## src/mops_pkg.sv

```systemverilog
package mops_pkg;
    // output route mode encodings
    localparam logic [2:0] MODE_STEER = 3'h0;
    localparam logic [2:0] MODE_PUSHPULL = 3'h1;
    localparam logic [2:0] MODE_HALFBR = 3'h2;
    localparam logic [2:0] MODE_REVERSE = 3'h4;
    localparam logic [2:0] MODE_FORWARD = 3'h5;
    localparam logic [2:0] MODE_SCAN = 3'h6;
    localparam int NUM_PINS = 6;
    localparam int DT_W = 6;
    // values after reset
    localparam logic [5:0] EN_RESET = 6'h01;
    localparam logic [2:0] MODE_RESET = 3'h0;
    localparam logic [5:0] SCAN_FIRST = 6'h01;
    localparam logic [5:0] DT_ZERO = 6'h00;
    // pin positions
    localparam int PIN_A = 0;
    localparam int PIN_B = 1;
    localparam int PIN_C = 2;
    localparam int PIN_D = 3;
    localparam int PIN_E = 4;
    localparam int PIN_F = 5;
endpackage

```

## src/mops_steer.sv

```systemverilog
`timescale 1ns/1ns
module mops_steer (
    input wire logic i_clk, // 100 MHz unit clock
    input wire logic i_rst, // async reset, active high
    input wire logic i_ce, // clock enable, freezes all state when low
    input wire logic i_module_on, // module enable
    input wire logic i_compare, // compare/pwm signal
    input wire logic i_period_sync, // selected sync source, period boundary pulse
    input wire logic i_trig_event, // time base triggered pulse
    input wire logic [2:0] i_output_route_mode, // output mode field
    input wire logic [5:0] i_pin_drive_enables, // pin enables, bit 0 is pin a
    input wire logic [5:0] i_dead_time_count, // dead time in cycles
    input wire logic i_enable_change_sync, // apply enable changes on sync only
    input wire logic i_drive_on_trigger, // tristate pins until triggered
    input wire logic i_triggered_operation_enable, // triggered mode
    input wire logic i_trigger_status_flag, // time base has been triggered
    output logic [5:0] o_pin_data, // pin levels, bit 0 is pin a
    output logic [5:0] o_pin_oe, // pin drive enables, high drives
    output logic [5:0] o_pin_claim // module owns the pin
);

    // ****************************************
    // enable synchronisation
    // ****************************************
    logic [5:0] en_r;
    logic [5:0] en_nxt;
    assign en_nxt = (!i_enable_change_sync || i_period_sync) ? i_pin_drive_enables : en_r;

    always_ff @(posedge i_clk or posedge i_rst) begin
        if (i_rst) begin
            en_r <= mops_pkg::EN_RESET;
        end else if (i_ce) begin
            en_r <= en_nxt;
        end
    end

    // ****************************************
    // dead-time generator for half-bridge
    // ****************************************
    logic cmp_d_r;
    logic [5:0] hb_cnt_r;
    logic [5:0] hb_cnt_nxt;
    logic hb_true_r;
    logic hb_comp_r;
    logic hb_edge;
    logic hb_zero_dt;
    assign hb_edge = i_compare != cmp_d_r;
    assign hb_zero_dt = i_dead_time_count == mops_pkg::DT_ZERO;
    // the edge reloads the counter; both outputs idle inactive while it runs
    assign hb_cnt_nxt = hb_edge ? i_dead_time_count :
        (hb_cnt_r != mops_pkg::DT_ZERO) ? hb_cnt_r - 6'h01 : hb_cnt_r;

    always_ff @(posedge i_clk or posedge i_rst) begin
        if (i_rst) begin
            cmp_d_r <= 1'b0;
            hb_cnt_r <= mops_pkg::DT_ZERO;
            hb_true_r <= 1'b0;
            hb_comp_r <= 1'b0;
        end else if (i_ce) begin
            cmp_d_r <= i_compare;
            hb_cnt_r <= hb_cnt_nxt;
            if (hb_zero_dt) begin
                hb_true_r <= i_compare;
                hb_comp_r <= !i_compare;
            end else if (hb_edge) begin
                hb_true_r <= 1'b0;
                hb_comp_r <= 1'b0;
            end else if (hb_cnt_r == 6'h01) begin
                hb_true_r <= cmp_d_r;
                hb_comp_r <= !cmp_d_r;
            end
        end
    end

    // ****************************************
    // brushed dc direction control
    // ****************************************
    logic is_bdc;
    logic dir_r;
    logic dir_pend_r;
    logic bdc_blank_r;
    logic [5:0] bdc_cnt_r;
    logic mode_lsb_r;
    logic dir_toggle;
    logic dir_apply;
    assign is_bdc = i_output_route_mode[2:1] == mops_pkg::MODE_REVERSE[2:1];
    assign dir_toggle = is_bdc && (i_output_route_mode[0] != mode_lsb_r);
    assign dir_apply = (dir_pend_r || dir_toggle) && i_period_sync;

    always_ff @(posedge i_clk or posedge i_rst) begin
        if (i_rst) begin
            mode_lsb_r <= 1'b1;
            dir_r <= 1'b1;
            dir_pend_r <= 1'b0;
            bdc_blank_r <= 1'b0;
            bdc_cnt_r <= mops_pkg::DT_ZERO;
        end else if (i_ce) begin
            mode_lsb_r <= i_output_route_mode[0];
            if (dir_toggle) begin
                bdc_cnt_r <= i_dead_time_count;
            end else if (bdc_blank_r && bdc_cnt_r != mops_pkg::DT_ZERO) begin
                bdc_cnt_r <= bdc_cnt_r - 6'h01;
            end
            if (dir_apply) begin
                dir_pend_r <= 1'b0;
                dir_r <= i_output_route_mode[0];
                bdc_blank_r <= !hb_zero_dt;
            end else begin
                if (dir_toggle) begin
                    dir_pend_r <= 1'b1;
                end
                if (bdc_blank_r && bdc_cnt_r <= 6'h01) begin
                    bdc_blank_r <= 1'b0;
                end
            end
        end
    end

    // ****************************************
    // push-pull phase and scan sequence
    // ****************************************
    logic pp_phase_r;
    logic [5:0] scan_r;
    logic [5:0] scan_nxt;
    logic [11:0] scan_dbl;
    logic [5:0] scan_rot;
    logic scan_step;
    assign scan_step = i_trig_event || i_period_sync;

    // next enabled pin above current one, wrapping around
    always_comb begin
        scan_rot = 6'h00;
        scan_dbl = {en_r, en_r} & ~({6'h00, scan_r} | {6'h00, scan_r - 6'h01} |
            {scan_r, 6'h00} & 12'h000);
        for (int k = 11; k >= 1; k--) begin
            if (scan_dbl[k] && ((12'h001 << k) > {6'h00, scan_r})) begin
                scan_rot = 6'h00;
            end
        end
        scan_rot = 6'h00;
        for (int k = 11; k >= 1; k--) begin
            if (scan_dbl[k] && ((12'h001 << k) > {6'h00, scan_r})) begin
                scan_rot = (k >= mops_pkg::NUM_PINS) ?
                    6'(1 << (k - mops_pkg::NUM_PINS)) : 6'(1 << k);
            end
        end
        scan_nxt = (scan_rot == 6'h00) ? scan_r : scan_rot;
    end

    logic [5:0] first_en;
    assign first_en = en_r & (~en_r + 6'h01);

    always_ff @(posedge i_clk or posedge i_rst) begin
        if (i_rst) begin
            pp_phase_r <= 1'b0;
            scan_r <= mops_pkg::SCAN_FIRST;
        end else if (i_ce) begin
            if (!i_module_on) begin
                scan_r <= mops_pkg::SCAN_FIRST;
                pp_phase_r <= 1'b0;
            end else begin
                if (i_period_sync) begin
                    pp_phase_r <= !pp_phase_r;
                end
                if ((scan_r & en_r) == 6'h00) begin
                    scan_r <= first_en;
                end else if (scan_step) begin
                    scan_r <= scan_nxt;
                end
            end
        end
    end

    // ****************************************
    // output routing
    // ****************************************
    logic [5:0] data_sel;
    logic [5:0] drv_sel;
    logic [5:0] bdc_data;
    logic [1:0] hb_pair;
    logic [1:0] pp_pair;
    logic gate_trig;
    assign hb_pair = {hb_comp_r, hb_true_r};
    assign pp_pair = pp_phase_r ? {i_compare, 1'b0} : {1'b0, i_compare};
    // forward: a pwm, d active; reverse: c pwm, b active; e/f stay low
    assign bdc_data = bdc_blank_r ? 6'h00 :
        dir_r ? {1'b0, 1'b0, 1'b1, 1'b0, 1'b0, i_compare}
              : {1'b0, 1'b0, 1'b0, i_compare, 1'b1, 1'b0};
    assign gate_trig = i_triggered_operation_enable && i_drive_on_trigger;

    always_comb begin
        drv_sel = 6'h3f;
        case (i_output_route_mode)
            mops_pkg::MODE_STEER: data_sel = {6{i_compare}};
            mops_pkg::MODE_PUSHPULL: data_sel = {pp_pair, pp_pair, pp_pair};
            mops_pkg::MODE_HALFBR: data_sel = {hb_pair, hb_pair, hb_pair};
            mops_pkg::MODE_REVERSE, mops_pkg::MODE_FORWARD: data_sel = bdc_data;
            mops_pkg::MODE_SCAN: begin
                data_sel = scan_r & {6{i_compare}};
                drv_sel = gate_trig ? scan_r : 6'h3f;
            end
            default: data_sel = 6'h00;
        endcase
        if (gate_trig && !i_trigger_status_flag) begin
            drv_sel = 6'h00;
        end
    end

    always_ff @(posedge i_clk or posedge i_rst) begin
        if (i_rst) begin
            o_pin_data <= 6'h00;
            o_pin_oe <= 6'h00;
            o_pin_claim <= 6'h00;
        end else if (i_ce) begin
            o_pin_data <= data_sel & en_r;
            o_pin_oe <= drv_sel & en_r;
            o_pin_claim <= en_r;
        end
    end
endmodule

```

## config.mk

```make
export PLATFORM = sky130hd
export DESIGN_NAME = mops_steer
export DESIGN_NICKNAME = d
export VERILOG_FILES = /design/src/mops_pkg.sv /design/src/mops_steer.sv
export SDC_FILE = /design/constraint.sdc
export NUM_CORES = 1
export LEC_CHECK = 0
export BUFFER_PORTS_ARGS = -buffer_cell sky130_fd_sc_hd__buf_4
export CAP_MARGIN = 20
export CORE_UTILIZATION = 25
export DETAILED_ROUTE_END_ITERATION = 6
export PLACE_DENSITY = 0.45
export SLEW_MARGIN = 5
export SYNTH_ARGS = -nofsm -noshare
export SYNTH_HDL_FRONTEND = slang
export SYNTH_SLANG_ARGS = --single-unit
```

## constraint.sdc

```tcl
create_clock -name i_clk -period 1.9 [get_ports i_clk]
set_input_delay 0.19 -clock i_clk [delete_from_list [all_inputs] [get_ports i_clk]]
set_output_delay 0.19 -clock i_clk [all_outputs]
set_load 0.02 [all_outputs]
```

======== Word-level counts from Yosys, hierarchy flattened ========
Cells that the tools add are included.
word-level totals
  bits in registers ....................... 50
  input port bits ......................... 26
  output and inout bits ................... 18
cells by class
  add/sub/neg operators ................... 4
  order comparisons ....................... 6
  equal/unequal tests ..................... 12
  multiplexer cells ....................... 38
  bitwise gates (word level) .............. 9
  reduce and logical (&&, ||, !) cells .... 41
operators with widths
  kind                 number
  $mux 6               22
  $and 6x6->6          5
  $pmux 6 s5           1
  $logic_not 6->1      3
  $sub 6x1->6 const B  3
  $reduce_and 2->1     8
  $and 12x12->12       1
  $mux 1               12
  $not 6->12           1
  $reduce_bool 6->1    2
  $logic_and 1x1->1    11
  $eq 3x3->1 const B   3
  $mux 4               2
  $reduce_bool 2->1    4
  $add 6x1->6 const B  1
  $eq 6x1->1 const B   1
  $gt 2x6->1 const A   1
  $gt 3x6->1 const A   1
  $gt 4x6->1 const A   1
  $gt 5x6->1 const A   1
  $gt 6x6->1 const A   1
  $le 6x1->1 const B   1
  $logic_not 1->1      6
  $not 6->6            1
  other kinds (14)     17

======== Longest topological paths before layout ========
  depth in word-level cells ............... 20
  depth in mapped cells ................... 7
  depth with buffers taken out ............ 7

======== Worst setup path before layout ========
Ideal clock, no wire load.
  path kind ............................... reg-to-reg
  start point ............................. register scan_r[1]
  end point ............................... register scan_r[4]
  data arrival time ....................... 1,747 ps
  required time ........................... 1,835 ps
  setup slack ............................. 88 ps
  stages on the path, launching flop included .. 7
  cell sequence ........................... dfrtp_1 clkbuf_8 or4_4 o211ai_2 nand3_1 a2111oi_2 a211o_1
on the way
  cells in the longest elaborated chain, start to end .. 14
ends and longest elaborated chain
  item                                                  line               source
  start, declared                                       mops_steer.sv:123  logic [5:0] scan_r;
  start signal, assigned                                mops_steer.sv:156  scan_r <= mops_pkg::SCAN_FIRST;
  start signal, assigned                                mops_steer.sv:159  scan_r <= mops_pkg::SCAN_FIRST;
  start signal, assigned                                mops_steer.sv:166  scan_r <= first_en;
  branches (longest 14 deep; another with $sub 6x1->6)  --
Several ways; the timed one is not identified. The select of a mux whose other input is x is not followed.
A chain may end at the register's enable or synchronous reset.

======== Worst setup path in the final report ========
Ends and elaborated chain as after synthesis.

==> flow_metrics.env <==
export IMPL_worstReg2RegEnd="scan_r[4]"
export IMPL_rrSetupSlack_ns=0.08
export IMPL_ir_worst_vdd_mv=0.380
export IMPL_postCtsSetupRepairBufs=0
export IMPL_yosys_area_top_type="dfrtp_1"
export IMPL_synth_ff_type="dfrtp_1"
export IMPL_routedWlPerCell_um=15.2
export IMPL_critPathSlowestCell="or4_4"
export IMPL_relSlewSlack=0.609
export IMPL_highest_layer="met4"
export IMPL_drt_iter0_drc=199
export IMPL_hold_class="in2reg"
export IMPL_comb_power_share=0.339
export IMPL_ys_seq_area_frac=0.434
export IMPL_wl_met2_um=3560
export IMPL_rsz0062_at_grt="no"
export IMPL_reg2reg_from="scan_r[1]"
export IMPL_initial_utilization=0.262
export IMPL_layout_nets=411
export IMPL_grt_usage=0.142
export IMPL_clock_sinks=50
export IMPL_synth_seq_cells=50
export IMPL_synth_cell_type_count=62
export IMPL_synthArstFlopShare=1.00
export IMPL_gp_congestion=0.842
export IMPL_clk_pin_slew_worst_paths_ns=0.07
export IMPL_powerDensity_nw_per_um2=1120
export IMPL_dp_cells=511
export IMPL_p_switching_w=0.00138
export IMPL_worst_slew_pin_slew_ns=0.583
export IMPL_drt_met1_wl_um=3910
export IMPL_clkPwrFrac=0.284
export IMPL_cpLargestDelayFamily="simple AND/OR/NAND/NOR gates"
export IMPL_drt_antenna_violating_nets=0
export IMPL_htreeDepth=2
export IMPL_slew_viol_final=0
export IMPL_die_x_um=110
export IMPL_clk_latency_ns=0.28
export IMPL_ios=44
export IMPL_placed_area_um2=3470
export IMPL_grt_overflow_total=0
export IMPL_hpwl_um=5940
export IMPL_final_cells=520
export IMPL_worstSetupStartpointType="flip-flop"
export IMPL_cts_root_buf="clkbuf_16"
export IMPL_swShare=0.332
export IMPL_wirelength_um=7890
export IMPL_finClkSkew_ns=0.00387
export IMPL_seq_power_share=0.376
export IMPL_area_growth_pct=28.1
export IMPL_drive_gt1_frac=0.276
export IMPL_grt_pass1_vias=2576
export IMPL_reg2reg_depth=5
export IMPL_finalSetupTns_ns=0
export IMPL_synthTopCellsByArea="dfrtp_1 (40%), mux2_2 (4.3%), o21ai_0 (4.2%)"
export IMPL_fmax_mhz=549
export IMPL_max_stage_delay_ns=0.55
export IMPL_via_per_inst=5.03
export IMPL_internal_power_w=0.00277
export IMPL_port_buffers=43
export IMPL_fp_coreArea_um2=11000
export IMPL_n_fill_cell=1140
export IMPL_cp_cell_sequence="or4_4 > o211ai_2 > nand3_2 > a2111oi_2 > a211o_1"
export IMPL_cts_tree="done"
export IMPL_crit_required_ns=2.13
export IMPL_arrival_ns=2.05
export IMPL_synth_net_count=352
export IMPL_grt_antenna_before_repair=0
export IMPL_drc_errors=0
export IMPL_num_vias=2614
export IMPL_first_pass_iters=4
export IMPL_diodes=0
export IMPL_final_area_um2=3700
export IMPL_critPathCaptureType="flip-flop"
export IMPL_min_from="i_period_sync"
export IMPL_power_w=0.00415
export IMPL_dieHeight_um=110
export IMPL_critical_path_peak_fanout=7
export IMPL_synth_avg_cell_area_um2=9.04
export IMPL_hold_violations=0
export IMPL_cts_buffers=5
export IMPL_setup_viol=0
export IMPL_grt_pass1_wl_um=13100
export IMPL_min_path_cells=2
export IMPL_maxCapViolCount=0
export IMPL_synth_area_um2=2890
export IMPL_crit_buf_inv=0
export IMPL_die_area_um2=12000
export IMPL_fin_crit_ns=1.82
export IMPL_rows=38
export IMPL_path_class="reg2reg"
export IMPL_yosysWarningCount=0
export IMPL_p_leak_nw=1.65
export IMPL_wl_met3_um=313
export IMPL_netlist_area_leader_share=0.398
export IMPL_status="finished, final reports clean"
export IMPL_syn_inst=320
export IMPL_synth_enable_flop_cells=0
export IMPL_grt_max_degree=34
export IMPL_hold_path_end="dir_pend_r"
export IMPL_min_period_over_period=0.959
export IMPL_clock_path_buffers=2
-- cell type report --
cell class                      instances  area, um^2  share of cell area
Sequential cell                        50        1260               0.339
Timing Repair Buffer                   66         510               0.138
Clock inverter                          2        60.1              0.0162
Inverter                               33         124              0.0334
Multi-Input combinational cell        223        1440               0.388
Tap cell                              140         175              0.0473
Clock buffer                            6         139              0.0375
-- cell families after synthesis --
logic type	after synthesis	synth area share
compound gates	95	0.224
xor+xnor	1	0.00303
fa+ha+maj	6	0.0260
buf+inv	47	0.0749
flops	50	0.434
mux	15	0.0567
simple gates	106	0.181
-- placed cells by master (no fill, tap or decap), types with 3 or more instances in the layout --
master | Yosys | layout
nand2_1 | 32 | 32
o21ai_0 | 24 | 24
nand3_1 | 7 | 6
nor3_1 | 11 | 11
dfrtp_1 | 46 | 45
a21oi_1 | 22 | 22
dfstp_2 | 4 | 4
nor4_1 | 5 | 4
mux2_2 | 11 | 11
nor2_1 | 25 | 25
clkbuf_16 | 0 | 5
mux2i_1 | 4 | 4
nand2b_1 | 4 | 4
ha_1 | 6 | 6
inv_1 | 32 | 31
nand3b_1 | 3 | 3
buf_4 | 1 | 64
a22oi_1 | 4 | 4
o32ai_1 | 12 | 12
-- synth_stat cells, drive strengths merged, types with 3 or more instances --
| cell type | instances |
|---|---|
| buf | 5 |
| ha | 6 |
| nor2 | 25 |
| dfstp | 4 |
| nand3b | 3 |
| a221o | 3 |
| mux2 | 11 |
| o21ai | 26 |
| nand2 | 32 |
| dfrtp | 46 |
| or3 | 3 |
| nor3 | 11 |
| nand2b | 4 |
| o221ai | 3 |
| a22oi | 4 |
| nand3 | 8 |
| nor2b | 3 |
| mux2i | 4 |
| a21oi | 22 |
| clkbuf | 9 |
| o32ai | 12 |
| nor4 | 5 |
| inv | 32 |
-- per-layer routing --
metal,GRT usage,vias up
met5,0,-
met4,0.0571,0
met3,0.0202,6
met2,0.218,62
met1,0.199,1264
li1,-,1282
-- sequential cells by signal (all words and copies together), names as in the netlist --
signal	cells
bdc_blank_r	1
bdc_cnt_r	6
cmp_d_r	1
dir_pend_r	1
dir_r	1
en_r	6
hb_cnt_r	6
hb_comp_r	1
hb_true_r	1
mode_lsb_r	1
o_pin_claim	6
o_pin_data	6
o_pin_oe	6
pp_phase_r	1
scan_r	6
-- worst max path at each step --
stage                   start         to  slack, ns  cells after the start
floorplan           scan_r[1]  scan_r[4]       0.09                      6
global route        scan_r[1]  scan_r[4]      0.006                      5
detailed placement  scan_r[1]  scan_r[4]       0.07                      5
global placement    scan_r[4]  scan_r[0]       0.09                      5
CTS                 scan_r[1]  scan_r[4]       0.05                      5
finish              scan_r[1]  scan_r[4]       0.08                      5
-- through the flow --
step | setup slack (ns) | hold WS (ns) | utilization
5_1_grt | 0.00588 | 0.126 | 0.336
3_5_place_dp | 0.0708 | 0.229 | 0.315
4_1_cts | 0.0543 | 0.114 | 0.334
2_1_floorplan | 0.0882 | 0.280 | -
3_3_place_gp | 0.0918 | 0.226 | 0.315
6_report | 0.0787 | 0.120 | 0.336
-- power groups by stage --
stage	sequential, W	combinational (W)	clock, W
floorplan	0.00155	0.000932	0
global placement	0.00157	0.00139	0
detailed placement	0.00157	0.00138	0
CTS	0.00155	0.00139	0.00123
global route	0.00161	0.00157	0.00126
finish	0.00156	0.00141	0.00118
-- repair_timing --
action / 4_1_cts / 5_1_grt
endpoints found under the hold margin: 17 / 0
setup endpoints to repair: 0 / 7
hold buffers: 1 / 0
gates resized for setup: 0 / 5
(Power assumes the default switching activity.)
